## config.mk

```make
export PLATFORM = sky130hd
export DESIGN_NAME = polling_bit_check_controller
export DESIGN_NICKNAME = d
export VERILOG_FILES = /design/src/pkg/poll_pkg.sv /design/src/design/base_clock_gen.sv /design/src/design/ext_clock_gen.sv /design/src/design/polling_bit_check_controller.sv
export SDC_FILE = /design/constraint.sdc
export NUM_CORES = 1
export LEC_CHECK = 0
export BUFFER_PORTS_ARGS = -buffer_cell sky130_fd_sc_hd__buf_2
export CAP_MARGIN = 10
export CELL_PAD_IN_SITES_DETAIL_PLACEMENT = 1
export CELL_PAD_IN_SITES_GLOBAL_PLACEMENT = 2
export CORE_MARGIN = 1
export CORE_UTILIZATION = 44
export DETAILED_ROUTE_END_ITERATION = 8
export PLACE_DENSITY = 0.86
export SKIP_CTS_REPAIR_TIMING = 1
export SYNTH_ARGS = -nofsm -noshare
export SYNTH_HDL_FRONTEND = slang
export SYNTH_HIERARCHICAL = 1
export SYNTH_SLANG_ARGS = --single-unit
```

## constraint.sdc

```tcl
create_clock -name clock_i -period 5.4 [get_ports clock_i]
set_clock_uncertainty 0.1 [all_clocks]
set_input_delay 0.54 -clock clock_i [delete_from_list [all_inputs] [get_ports clock_i]]
set_output_delay 0.54 -clock clock_i [all_outputs]
set_load 0.01 [all_outputs]
```

## src/pkg/poll_pkg.sv

```systemverilog
// Purpose: Shared constants of the polling and bit-check controller
// Assumes: One 125 MHz system clock; base clock made by a counter
// Notes:   Base periods are given in ns and turned into cycle counts here; start-up and sleep times in base periods, limits in extended periods
package poll_pkg;

  localparam int    CLK_PERIOD_NS      = 8;
  // Base clock periods per mode-select level, in ns
  localparam real   BASE_PERIOD_LO_NS  = 2038.3;
  localparam real   BASE_PERIOD_HI_NS  = 2069.7;
  localparam int    BASE_DIV_LO        = int'(BASE_PERIOD_LO_NS / CLK_PERIOD_NS);
  localparam int    BASE_DIV_HI        = int'(BASE_PERIOD_HI_NS / CLK_PERIOD_NS);
  localparam int    DIV_W              = 9;

  localparam logic [1:0] RANGE_0       = 2'h0;
  localparam logic [1:0] RANGE_1       = 2'h1;
  localparam logic [1:0] RANGE_2       = 2'h2;
  localparam logic [1:0] RANGE_3       = 2'h3;
  localparam logic [3:0] XCLK_DIV_0    = 4'h8;
  localparam logic [3:0] XCLK_DIV_1    = 4'h4;
  localparam logic [3:0] XCLK_DIV_2    = 4'h2;
  localparam logic [3:0] XCLK_DIV_3    = 4'h1;

  localparam int    SLEEP_W            = 5;
  localparam logic [4:0] SLEEP_FOREVER = 5'h1f;
  localparam int    SLEEP_UNIT_BASE    = 1024;
  localparam logic [3:0] SLEEP_FACTOR_STD = 4'h1;
  localparam logic [3:0] SLEEP_FACTOR_EXT = 4'h8;
  localparam int    SLEEP_CNT_W        = 18;

  localparam int    LIMIT_W            = 5;
  localparam int    CV_W               = 6;
  localparam logic [4:0] CHECKS_0      = 5'h00;
  localparam logic [4:0] CHECKS_3      = 5'h06;
  localparam logic [4:0] CHECKS_6      = 5'h0c;
  localparam logic [4:0] CHECKS_9      = 5'h12;
  localparam logic [4:0] LIM_MIN_RST   = 5'h0e;
  localparam logic [4:0] LIM_MAX_RST   = 5'h18;

  // Register indices on the register port
  localparam logic [1:0] ADDR_CONFIG    = 2'h0;
  localparam logic [1:0] ADDR_LIMIT_MIN = 2'h1;
  localparam logic [1:0] ADDR_LIMIT_MAX = 2'h2;
  localparam logic [1:0] ADDR_STATUS    = 2'h3;

  // Start-up settling length, in base clock periods
  localparam logic [7:0] STARTUP_BASE  = 8'h10;

  typedef enum logic [1:0] {
    ST_SLEEP,
    ST_STARTUP,
    ST_CHECK,
    ST_RECEIVE
  } poll_state_e;

endpackage

```

## src/design/base_clock_gen.sv

```systemverilog
// Purpose: Base clock tick from the system clock, mode-select divider
// Assumes: Synchronous reset copy from the top
// Notes:   One-cycle tick per base clock period
`timescale 1ns/10ps
`default_nettype none
module base_clock_gen
(
  input  wire logic clock_i,      // System clock
  input  wire logic rst_n_i,      // Synchronised reset
  input  wire logic mode_sel_i,   // Mode-select level
  output logic      base_tick_o   // Base clock tick
);
  logic [poll_pkg::DIV_W-1:0] cnt_ff;
  wire  [poll_pkg::DIV_W-1:0] div_last = mode_sel_i ?
        poll_pkg::DIV_W'(poll_pkg::BASE_DIV_HI - 1) :
        poll_pkg::DIV_W'(poll_pkg::BASE_DIV_LO - 1);
  wire  wrap = (cnt_ff >= div_last);
  wire  [poll_pkg::DIV_W-1:0] nxt_cnt = wrap ? '0 : cnt_ff + 1'b1;

  always_ff @(posedge clock_i or negedge rst_n_i)
    if (!rst_n_i)
      cnt_ff <= '0;
    else
      cnt_ff <= nxt_cnt;

  assign base_tick_o = wrap;
endmodule
`default_nettype wire

```

## src/design/ext_clock_gen.sv

```systemverilog
// Purpose: Extended clock tick as 8, 4, 2 or 1 base clock periods
// Assumes: Base tick is one cycle wide
// Notes:   Range changes take effect at the next base tick
`timescale 1ns/10ps
`default_nettype none
module ext_clock_gen
(
  input  wire logic       clock_i,     // System clock
  input  wire logic       rst_n_i,     // Synchronised reset
  input  wire logic       base_tick_i, // Base clock tick
  input  wire logic [1:0] range_i,     // Baud range select
  output logic            ext_tick_o   // Extended clock tick
);
  logic [3:0] cnt_ff;
  logic [3:0] div;
  always_comb
  begin
    case (range_i)
      poll_pkg::RANGE_0: div = poll_pkg::XCLK_DIV_0;
      poll_pkg::RANGE_1: div = poll_pkg::XCLK_DIV_1;
      poll_pkg::RANGE_2: div = poll_pkg::XCLK_DIV_2;
      default:           div = poll_pkg::XCLK_DIV_3;
    endcase
  end
  wire wrap = base_tick_i && (cnt_ff >= div - 4'h1);
  wire [3:0] nxt_cnt = !base_tick_i ? cnt_ff : (wrap ? 4'h0 : cnt_ff + 4'h1);

  always_ff @(posedge clock_i or negedge rst_n_i)
    if (!rst_n_i)
      cnt_ff <= 4'h0;
    else
      cnt_ff <= nxt_cnt;

  assign ext_tick_o = wrap;
endmodule
`default_nettype wire

```

## src/design/polling_bit_check_controller.sv

```systemverilog
// Purpose: Sleep, start-up and bit-check polling sequencer
// Assumes: Demodulator output and config fields synchronous to clock_i
// Notes:   Register bus holds the operating and limit configuration
`timescale 1ns/10ps
`default_nettype none
module polling_bit_check_controller
(
  input  wire logic       clock_i,              // System clock, 125 MHz
  input  wire logic       reset_n_i,            // Async reset, active low
  input  wire logic       mode_sel_i,           // Mode-select pin level
  input  wire logic       demod_i,              // Demodulator output
  input  wire logic       return_poll_i,        // Pulse: back to polling
  input  wire logic [1:0] reg_addr_i,           // Register index
  input  wire logic [7:0] reg_wdata_i,          // Write data
  input  wire logic       reg_wr_i,             // Write strobe
  input  wire logic       reg_rd_i,             // Read strobe
  output logic [7:0]      reg_rdata_o,          // Read data, cycle after
  output logic            activity_indicator_o, // High when active
  output logic            signal_enable_o,      // Signal processing on
  output logic            receiving_o,          // In receiving mode
  output logic            data_o                // Routed data output
);
  logic rst_s1_ff;
  logic rst_n;
  always_ff @(posedge clock_i or negedge reset_n_i)
    if (!reset_n_i)
    begin
      rst_s1_ff <= 1'b0;
      rst_n     <= 1'b0;
    end
    else
    begin
      rst_s1_ff <= 1'b1;
      rst_n     <= rst_s1_ff;
    end

  logic base_tick;
  logic ext_tick;
  logic [7:0] cfg_ff;      // [1:0] range, [3:2] bits, [4] ext, unused above
  logic [4:0] sleep_ff;
  logic [4:0] lim_min_ff;
  logic [4:0] lim_max_ff;
  logic       sleep_written_ff;

  base_clock_gen u_base
  (
    .clock_i     (clock_i),
    .rst_n_i     (rst_n),
    .mode_sel_i  (mode_sel_i),
    .base_tick_o (base_tick)
  );

  ext_clock_gen u_ext
  (
    .clock_i     (clock_i),
    .rst_n_i     (rst_n),
    .base_tick_i (base_tick),
    .range_i     (cfg_ff[1:0]),
    .ext_tick_o  (ext_tick)
  );

  // Register writes; the sleep field is written through the status index
  wire wr_cfg   = reg_wr_i && (reg_addr_i == poll_pkg::ADDR_CONFIG);
  wire wr_min   = reg_wr_i && (reg_addr_i == poll_pkg::ADDR_LIMIT_MIN);
  wire wr_max   = reg_wr_i && (reg_addr_i == poll_pkg::ADDR_LIMIT_MAX);
  wire wr_sleep = reg_wr_i && (reg_addr_i == poll_pkg::ADDR_STATUS);

  always_ff @(posedge clock_i or negedge rst_n)
    if (!rst_n)
    begin
      cfg_ff           <= 8'h00;
      sleep_ff         <= poll_pkg::SLEEP_FOREVER;
      lim_min_ff       <= poll_pkg::LIM_MIN_RST;
      lim_max_ff       <= poll_pkg::LIM_MAX_RST;
      sleep_written_ff <= 1'b0;
    end
    else
    begin
      if (wr_cfg)
      begin
        cfg_ff <= {3'h0, reg_wdata_i[4:0]};
      end
      if (wr_sleep)
      begin
        sleep_ff <= reg_wdata_i[4:0];
      end
      if (wr_min)
        lim_min_ff <= reg_wdata_i[4:0];
      if (wr_max)
        lim_max_ff <= reg_wdata_i[4:0];
      sleep_written_ff <= wr_sleep;
    end

  wire [1:0] bit_sel       = cfg_ff[3:2];
  wire       ext_sleep_bit = cfg_ff[4];
  wire [3:0] sleep_factor  = ext_sleep_bit ? poll_pkg::SLEEP_FACTOR_EXT :
                                             poll_pkg::SLEEP_FACTOR_STD;
  wire [4:0] checks_needed = (bit_sel == 2'h0) ? poll_pkg::CHECKS_0 :
                             (bit_sel == 2'h1) ? poll_pkg::CHECKS_3 :
                             (bit_sel == 2'h2) ? poll_pkg::CHECKS_6 :
                                                 poll_pkg::CHECKS_9;

  // Sleep length in base ticks; product fits 5+3+10 bits
  wire [poll_pkg::SLEEP_CNT_W-1:0] sleep_len =
    poll_pkg::SLEEP_CNT_W'(sleep_ff) * poll_pkg::SLEEP_CNT_W'(sleep_factor) *
    poll_pkg::SLEEP_CNT_W'(poll_pkg::SLEEP_UNIT_BASE);

  poll_pkg::poll_state_e state_ff;
  poll_pkg::poll_state_e nxt_state;
  logic [poll_pkg::SLEEP_CNT_W-1:0] tcnt_ff;
  logic [poll_pkg::SLEEP_CNT_W-1:0] nxt_tcnt;
  logic [poll_pkg::CV_W-1:0]        cv_ff;
  logic [poll_pkg::CV_W-1:0]        nxt_cv;
  logic [4:0]                       pass_ff;
  logic [4:0]                       nxt_pass;
  logic                             demod_q_ff;

  wire edge_seen  = ext_tick && (demod_i != demod_q_ff);
  wire [poll_pkg::CV_W-1:0] cv_inc = cv_ff + 6'h01;
  wire below_min  = cv_inc < {1'b0, lim_min_ff};
  wire at_max     = cv_inc >= {1'b0, lim_max_ff};
  wire forever_sl = (sleep_ff == poll_pkg::SLEEP_FOREVER);
  wire sleep_done = base_tick && !forever_sl && (tcnt_ff + 1'b1 >= sleep_len);
  wire start_done = base_tick &&
                    (tcnt_ff + 1'b1 >= poll_pkg::SLEEP_CNT_W'(poll_pkg::STARTUP_BASE));
  wire check_entry = (state_ff == poll_pkg::ST_STARTUP) && start_done;

  always_comb
  begin
    nxt_state = state_ff;
    nxt_tcnt  = tcnt_ff;
    nxt_cv    = cv_ff;
    nxt_pass  = pass_ff;
    case (state_ff)
      poll_pkg::ST_SLEEP:
      begin
        if (sleep_written_ff)
          nxt_tcnt = '0;
        else if (sleep_done)
        begin
          nxt_state = poll_pkg::ST_STARTUP;
          nxt_tcnt  = '0;
        end
        else if (base_tick && !forever_sl)
          nxt_tcnt = tcnt_ff + 1'b1;
      end
      poll_pkg::ST_STARTUP:
      begin
        if (start_done)
        begin
          nxt_tcnt = '0;
          nxt_cv   = '0;
          nxt_pass = 5'h00;
          if (checks_needed == poll_pkg::CHECKS_0)
            nxt_state = poll_pkg::ST_RECEIVE;
          else
            nxt_state = poll_pkg::ST_CHECK;
        end
        else if (base_tick)
          nxt_tcnt = tcnt_ff + 1'b1;
      end
      poll_pkg::ST_CHECK:
      begin
        if (ext_tick)
        begin
          if (edge_seen && below_min)
            nxt_state = poll_pkg::ST_SLEEP;
          // An edge on the tick that reaches the upper limit is already too late
          else if (at_max)
            nxt_state = poll_pkg::ST_SLEEP;
          else if (edge_seen)
          begin
            nxt_cv   = '0;
            nxt_pass = pass_ff + 5'h01;
            if (pass_ff + 5'h01 >= checks_needed)
              nxt_state = poll_pkg::ST_RECEIVE;
          end
          else
            nxt_cv = cv_inc;
        end
      end
      poll_pkg::ST_RECEIVE:
      begin
        if (return_poll_i)
        begin
          nxt_state = poll_pkg::ST_SLEEP;
          nxt_tcnt  = '0;
        end
      end
      default: nxt_state = poll_pkg::ST_SLEEP;
    endcase
  end

  always_ff @(posedge clock_i or negedge rst_n)
    if (!rst_n)
    begin
      state_ff   <= poll_pkg::ST_SLEEP;
      tcnt_ff    <= '0;
      cv_ff      <= '0;
      pass_ff    <= 5'h00;
      demod_q_ff <= 1'b0;
    end
    else
    begin
      state_ff <= nxt_state;
      tcnt_ff  <= nxt_tcnt;
      cv_ff    <= nxt_cv;
      pass_ff  <= nxt_pass;
      // Reference taken again on entry to the check, so that a stale
      // start-up sample cannot pose as the first edge
      if (ext_tick || check_entry)
        demod_q_ff <= demod_i;
    end

  wire active = (state_ff != poll_pkg::ST_SLEEP);

  logic [7:0] rdata_ff;
  logic       act_ff;
  logic       en_ff;
  logic       rx_ff;
  logic       data_ff;
  wire  [7:0] rd_mux = (reg_addr_i == poll_pkg::ADDR_CONFIG)    ? cfg_ff :
                       (reg_addr_i == poll_pkg::ADDR_LIMIT_MIN) ? {3'h0, lim_min_ff} :
                       (reg_addr_i == poll_pkg::ADDR_LIMIT_MAX) ? {3'h0, lim_max_ff} :
                       {1'b0, state_ff, sleep_ff};

  always_ff @(posedge clock_i or negedge rst_n)
    if (!rst_n)
    begin
      rdata_ff <= 8'h00;
      act_ff   <= 1'b0;
      en_ff    <= 1'b0;
      rx_ff    <= 1'b0;
      data_ff  <= 1'b1;
    end
    else
    begin
      rdata_ff <= reg_rd_i ? rd_mux : 8'h00;
      act_ff   <= active;
      en_ff    <= active;
      rx_ff    <= (state_ff == poll_pkg::ST_RECEIVE);
      data_ff  <= (state_ff == poll_pkg::ST_RECEIVE) ? demod_i : 1'b1;
    end

  assign reg_rdata_o          = rdata_ff;
  assign activity_indicator_o = act_ff;
  assign signal_enable_o      = en_ff;
  assign receiving_o          = rx_ff;
  assign data_o               = data_ff;

  sleep_gate_a : assert property (@(posedge clock_i) disable iff (!rst_n)
    (state_ff == poll_pkg::ST_SLEEP) |=> !en_ff)
    else $error("processing enabled while asleep");
  forever_sleep_a : assert property (@(posedge clock_i) disable iff (!rst_n)
    (state_ff == poll_pkg::ST_SLEEP && forever_sl && !sleep_written_ff)
      |=> (state_ff == poll_pkg::ST_SLEEP))
    else $error("left permanent sleep");
  indicator_a : assert property (@(posedge clock_i) disable iff (!rst_n)
    act_ff == $past(active))
    else $error("activity indicator mismatch");
  too_short_a : assert property (@(posedge clock_i) disable iff (!rst_n)
    (state_ff == poll_pkg::ST_CHECK && edge_seen && below_min)
      |=> (state_ff == poll_pkg::ST_SLEEP))
    else $error("short interval not aborted");
  too_long_a : assert property (@(posedge clock_i) disable iff (!rst_n)
    (state_ff == poll_pkg::ST_CHECK && ext_tick && at_max)
      |=> (state_ff == poll_pkg::ST_SLEEP))
    else $error("long interval not aborted");
  restart_a : assert property (@(posedge clock_i) disable iff (!rst_n)
    (state_ff == poll_pkg::ST_CHECK && edge_seen && !below_min && !at_max) |=> (cv_ff == '0))
    else $error("counter not restarted at edge");
  zero_bits_a : assert property (@(posedge clock_i) disable iff (!rst_n)
    (state_ff == poll_pkg::ST_STARTUP && start_done && checks_needed == 5'h00)
      |=> (state_ff == poll_pkg::ST_RECEIVE))
    else $error("zero checks did not enter receive");
  order_a : assert property (@(posedge clock_i) disable iff (!rst_n)
    (state_ff == poll_pkg::ST_SLEEP) |=> (state_ff inside {poll_pkg::ST_SLEEP,
                                                          poll_pkg::ST_STARTUP}))
    else $error("sleep skipped start-up");
  data_route_a : assert property (@(posedge clock_i) disable iff (!rst_n)
    (state_ff != poll_pkg::ST_RECEIVE) |=> data_ff)
    else $error("data routed outside receive");

  wake_c : cover property (@(posedge clock_i) disable iff (!rst_n)
    state_ff == poll_pkg::ST_SLEEP ##1 state_ff == poll_pkg::ST_STARTUP);
  receive_c : cover property (@(posedge clock_i) disable iff (!rst_n)
    state_ff == poll_pkg::ST_CHECK ##1 state_ff == poll_pkg::ST_RECEIVE);
  fail_c : cover property (@(posedge clock_i) disable iff (!rst_n)
    state_ff == poll_pkg::ST_CHECK ##1 state_ff == poll_pkg::ST_SLEEP);
endmodule
`default_nettype wire

```

---- After elaboration in Yosys (flattened, before gate mapping) ----
Index checks and enable logic that the tools add are counted.
Widths: inputs -> output; s select.
word-level totals
  output and inout bits ................... 12
  input bits .............................. 17
  register bits after elaboration ......... 78
  word-level logic and storage cells ...... 124
operators by class
  add/sub/neg operators ................... 6
  multiply operators ...................... 1
  reductions and logical operators ........ 25
  equality and inequality tests ........... 24
  multiplexer cells ....................... 43
  $lt $le $gt $ge ......................... 7
operators by type and width
  cell                   number
  $mux 18                6
  $pmux 18 s3            1
  $mux 5                 8
  $mux 6                 5
  $mux 7                 4
  $add 18x1->18 const B  1
  $ge 18x18->1           1
  $ge 18x5->1 const B    1
  $mux 2                 9
  $mux 9                 2
  $ne 2x2->1 const B     8
  $eq 2x2->1 const B     6
  $ne 4x4->1 const B     3
  $pmux 4 s3             1
  $pmux 6 s2             1
  $logic_and 1x1->1      11
  $pmux 5 s2             1
  $add 9x1->9 const B    1
  $ge 9x9->1             1
  $eq 2x1->1 const B     4
  $logic_not 2->1        4
  $mul 5x4->8            1
  $mux 4                 2
  $pmux 2 s4             1
  21 further kinds       23

---- Depth between registers and ports, before layout ----
  depth in word-level cells ............... 11
  mapped depth ............................ 15

---- Modules after synthesis ----
The synthesis kept the hierarchy.
by module, submodules not included
  module                        instances  cells each  area an instance (um^2)
  polling_bit_check_controller  1          425         4339.2
  base_clock_gen                1          59          605.6
  ext_clock_gen                 1          34          307.8

---- Worst setup path after synthesis ----
No wires, ideal clock.
  path kind ............................... input port to flip-flop
  start point ............................. input port mode_sel_i
  end point ............................... register pass_ff[2]
  path slack .............................. 1795 ps
  data arrival time ....................... 3381 ps
  stages .................................. 15
  path buffers ............................ 2
  cell sequence ........................... inv_1 -> ha_1 -> nand2_1 -> nor2_1 -> a21o_1 -> buf_2 -> and2_1 -> nand2_1 -> or4_2 -> a31oi_1 -> nand3b_4 -> nand2b_4 -> buf_6 -> nor3_2 -> a211o_1
on the way
  cells in the longest elaborated chain, start to end .. 7
RTL lines
  what                          line                                 text
  from (decl)                   polling_bit_check_controller.sv:10   input wire logic mode_sel_i,
  $mux 9 *                      base_clock_gen.sv:14                 wire [poll_pkg::DIV_W-1:0] div_last = mode_sel_i ?
  $ge 9x9->1 *                  base_clock_gen.sv:17                 wire wrap = (cnt_ff >= div_last);
  named net base_tick           polling_bit_check_controller.sv:37   logic base_tick;
  $logic_and 1x1->1 *           ext_clock_gen.sv:25                  wire wrap = base_tick_i && (cnt_ff >= div - 4'h1);
  named net ext_tick            polling_bit_check_controller.sv:38   logic ext_tick;
  $logic_and 1x1->1             polling_bit_check_controller.sv:118  wire edge_seen = ext_tick && (demod_i != demod_q_ff);
  $logic_and 1x1->1             polling_bit_check_controller.sv:166  if (edge_seen && below_min)
  $ne 2x2->1 (no line)          -
  $reduce_and 6->1 (no line) *  -
  to (signal assigned)          polling_bit_check_controller.sv:208  pass_ff <= nxt_pass;
  to (decl)                     polling_bit_check_controller.sv:114  logic [4:0] pass_ff;
Mark *: on every way through the listed nets, which the timed path passes. The rest lies on a longest branch.
A chain may end at the register's enable or synchronous reset.

---- Final worst setup path ----
  start point ............................. register tcnt_ff[0] (netlist name)
  end point ............................... register tcnt_ff[9] (netlist name)
on the way
  cells in the longest elaborated chain, start to end .. 6
RTL lines
  what                    line                                 text
  from (decl)             polling_bit_check_controller.sv:110  logic [poll_pkg::SLEEP_CNT_W-1:0] tcnt_ff;
  from (signal assigned)  polling_bit_check_controller.sv:206  tcnt_ff <= nxt_tcnt;
  $add 18x1->18 *         -
  $ge 18x18->1            polling_bit_check_controller.sv:123  wire sleep_done = base_tick && !forever_sl && (tcnt_ff + 1'b1 >= sleep_len);
  $logic_and 1x1->1       polling_bit_check_controller.sv:123
  $mux 18                 polling_bit_check_controller.sv:139  else if (sleep_done)
  $mux 18                 polling_bit_check_controller.sv:137  if (sleep_written_ff)
  $pmux 18 s3             polling_bit_check_controller.sv:134  case (state_ff)
Mark *: on every way between the ends. The rest lies on a longest branch, timed or not. The select of a mux whose other input is x is not followed.

==> metrics <==
Cells after Synth 518; final setup TNS 0 ps; Final setup viols 0; Distinct cells, synth 83; Hold Path Class reg -> reg; number of synthesized flops with an enable pin 0; commonest cells after routing, fill and taps aside dfrtp_1, ha_1, nand2_1; asr flop ratio synth 1.000; Setup crit start kind flop; area of the core 11520 um^2; fin crit share 0.7798; slew margin rel. 0.3342; CTS Buf Count 9; Pleak 2.670 nW; ANT cells 0; Worst R2R Start tcnt_ff[0]; crit end category flop; RSZ-0062 raised after global routing false; Final Hold Fails 0; CP Launch Point tcnt_ff[0]; pwr/cell area 435.3 nW/um^2; kind of critical path reg -> reg; Die W 111.3 um; footprint of the multi-input gates 3037 um^2; highest clock rate 237.5 MHz; fin util 0.5023; Layout area overhead 10.12%; FP Rows 39; # DRC 0; Synth Flop Type dfrtp_1; pins over their slew limit 0; Synth Cell Area 5253 um^2; Net count, final 609; Comb pwr share 0.389; Detail Route Antenna Nets 0; register share of total power 0.352; HP Start rst_s1_ff; CTS root buf clkbuf_16; sequential area share after synthesis 0.3742; worst vdd ir 0.0002703 V; Overflow after GRT 0; Internal 1.528 mW; WL final 12080 um; worst setup margin 1189 ps; share of the synthesized area in the top cell type 0.3192; DIE AREA 12380 um^2; CTS H-Tree Depth 3; Chip Height 111.3 um; r2r endpoint tcnt_ff[9]; number of I/O pins 29; worst skew pair latency 350 ps; max-cap viol count 0; share of cells above drive strength 1 0.2125; Max FO, Critical Path 11; sequential cell area 1969 um^2; Routability Congestion 0.7466; Detail Placement HPWL 8904 um; top post-synthesis cells by area dfrtp_1, ha_1, dfstp_2; initial antenna violation count 0; CTS sink cnt 78; Setup WS pre-CTS 1226 ps; 1st-iter DRT viols 83; Yosys warnings 6; Net Sw Frac 0.3930; Clock Tree Buf Depth 2; hold-critical path endpoint rst_n; port bufs 24; initial core utilization 0.4561; Fill cells 1286; hold depth 0; Min Hold Slack 260.0 ps; Tmin final 4211 ps; first drt pass iteration count 4; total track usage 0.2139; R2R depth 13; via/cell ratio 5.736; flops & latches, synth 78; TritonCTS clock tree done; status complete, no violations; clock power share 0.259; CP arrival 4350 ps; setup slack, reg-to-reg 1190 ps; Tightest Pin Transition 998.7 ps; Vias 3952; Critical Path RT 5540 ps; vias in the first global route 4272; Avg Synthesized Cell Area 10.14 um^2; first-pass GRT wire length 21040 um; post-synth top area cell dfrtp_1; largest net degree at the start of global routing 77; CTS clk-pin slew, worst paths 60 ps; WL per Instance 17.53 um; sw power 0.9896 mW; commonest non-fill, non-tap cell in the layout dfrtp_1
## cell type report
type                            count  area share
Clock inverter                      6     0.01493
Tap cell                          143     0.03093
Timing Repair Buffer               28     0.02639
Sequential cell                    78      0.3405
Inverter                           35     0.02271
Multi-Input combinational cell    389      0.5250
Clock buffer                       10     0.03958
## cell usage after synthesis (3+ instances only)
cell type,n
nand3_1,24
dfstp_2,11
nand2_1,40
nor3_1,4
nor2b_1,6
xnor2_1,14
dfrtp_1,67
and2_1,12
or3_1,4
nand3b_1,3
a31oi_1,5
ha_1,50
nor3b_1,5
nand4_1,7
mux4_2,5
a21o_1,3
inv_1,35
o22ai_1,4
nor2_1,29
conb_1,3
o21ai_0,26
a21oi_1,17
o21ai_2,3
a211oi_1,8
nor4_1,4
buf_6,3
nand2b_1,6
clkbuf_1,5
o31ai_1,5
mux2_2,20
buf_4,5
o311ai_0,3
xor2_1,13
o211ai_1,4
## state kept, by name, summed over array words and instances, names as in the netlist, 2 cells and up
register       cells
cfg_ff             5
lim_max_ff         5
sleep_ff           5
u_base/cnt_ff      9
u_ext/cnt_ff       4
tcnt_ff           18
reg_rdata_o        7
pass_ff            5
state_ff           2
lim_min_ff         5
cv_ff              6
## worst max-delay path by stage
stage                  to  cells past startpoint
2_1_floorplan  pass_ff[2]                     15
3_3_place_gp   tcnt_ff[9]                     13
3_5_place_dp   tcnt_ff[9]                     13
4_1_cts        tcnt_ff[9]                     13
5_1_grt        tcnt_ff[9]                     13
6_report       tcnt_ff[9]                     13
## metrics by stage
step	cell area [um^2]	power [mW]	cells
after floorplan	5260	1.605	520
after detailed placement	5459	1.885	672
after global placement	5459	1.828	672
after global routing	5784	2.698	689
final	5784	2.518	689
after CTS	5774	2.553	688
## power by group through the flow
stage          logic (mW)  clock network [mW]  registers [mW]
6_report            0.978               0.653           0.886
5_1_grt              1.10               0.688           0.909
4_1_cts             0.997               0.669           0.887
3_5_place_dp        0.987                   0           0.898
3_3_place_gp        0.941                   0           0.887
2_1_floorplan       0.756                   0           0.848
## worst max-delay path: stages, from the launching register on
cell      delay, ps
dfrtp_1         570
ha_1            360
nand3_2         280
nor2_1          280
nand3_1         130
xnor2_1         410
inv_1            90
ha_1            250
nor4_1          300
a21oi_1          90
a2111o_1        450
o211ai_1        440
o311ai_0        260
o41ai_2          90
## routing by layer
metal / track usage / up-vias / part of all wire
met5: 0 / - / 0
met1: 0.2589 / 1987 / 0.45
li1: - / 1909 / -
met2: 0.3713 / 38 / 0.51
met3: 0.03280 / 18 / 0.017
met4: 0.1027 / 0 / 0.024
## cells by family (layout without fill, tap and decap cells)
family                     after synthesis  after routing  synth area share
and+or+nand+nor                        171            171            0.1872
AOI/OAI and AO/OA                      109            109            0.1520
DFF                                     78             78            0.3742
buffers and inverters                   53             79           0.05026
adders and majority gates               51             51            0.1229
xor gates and xnor gates                27             27           0.04502
muxes                                   26             26           0.06622
other                                    3              5          0.002144
Power figures use the tool's default switching activity.
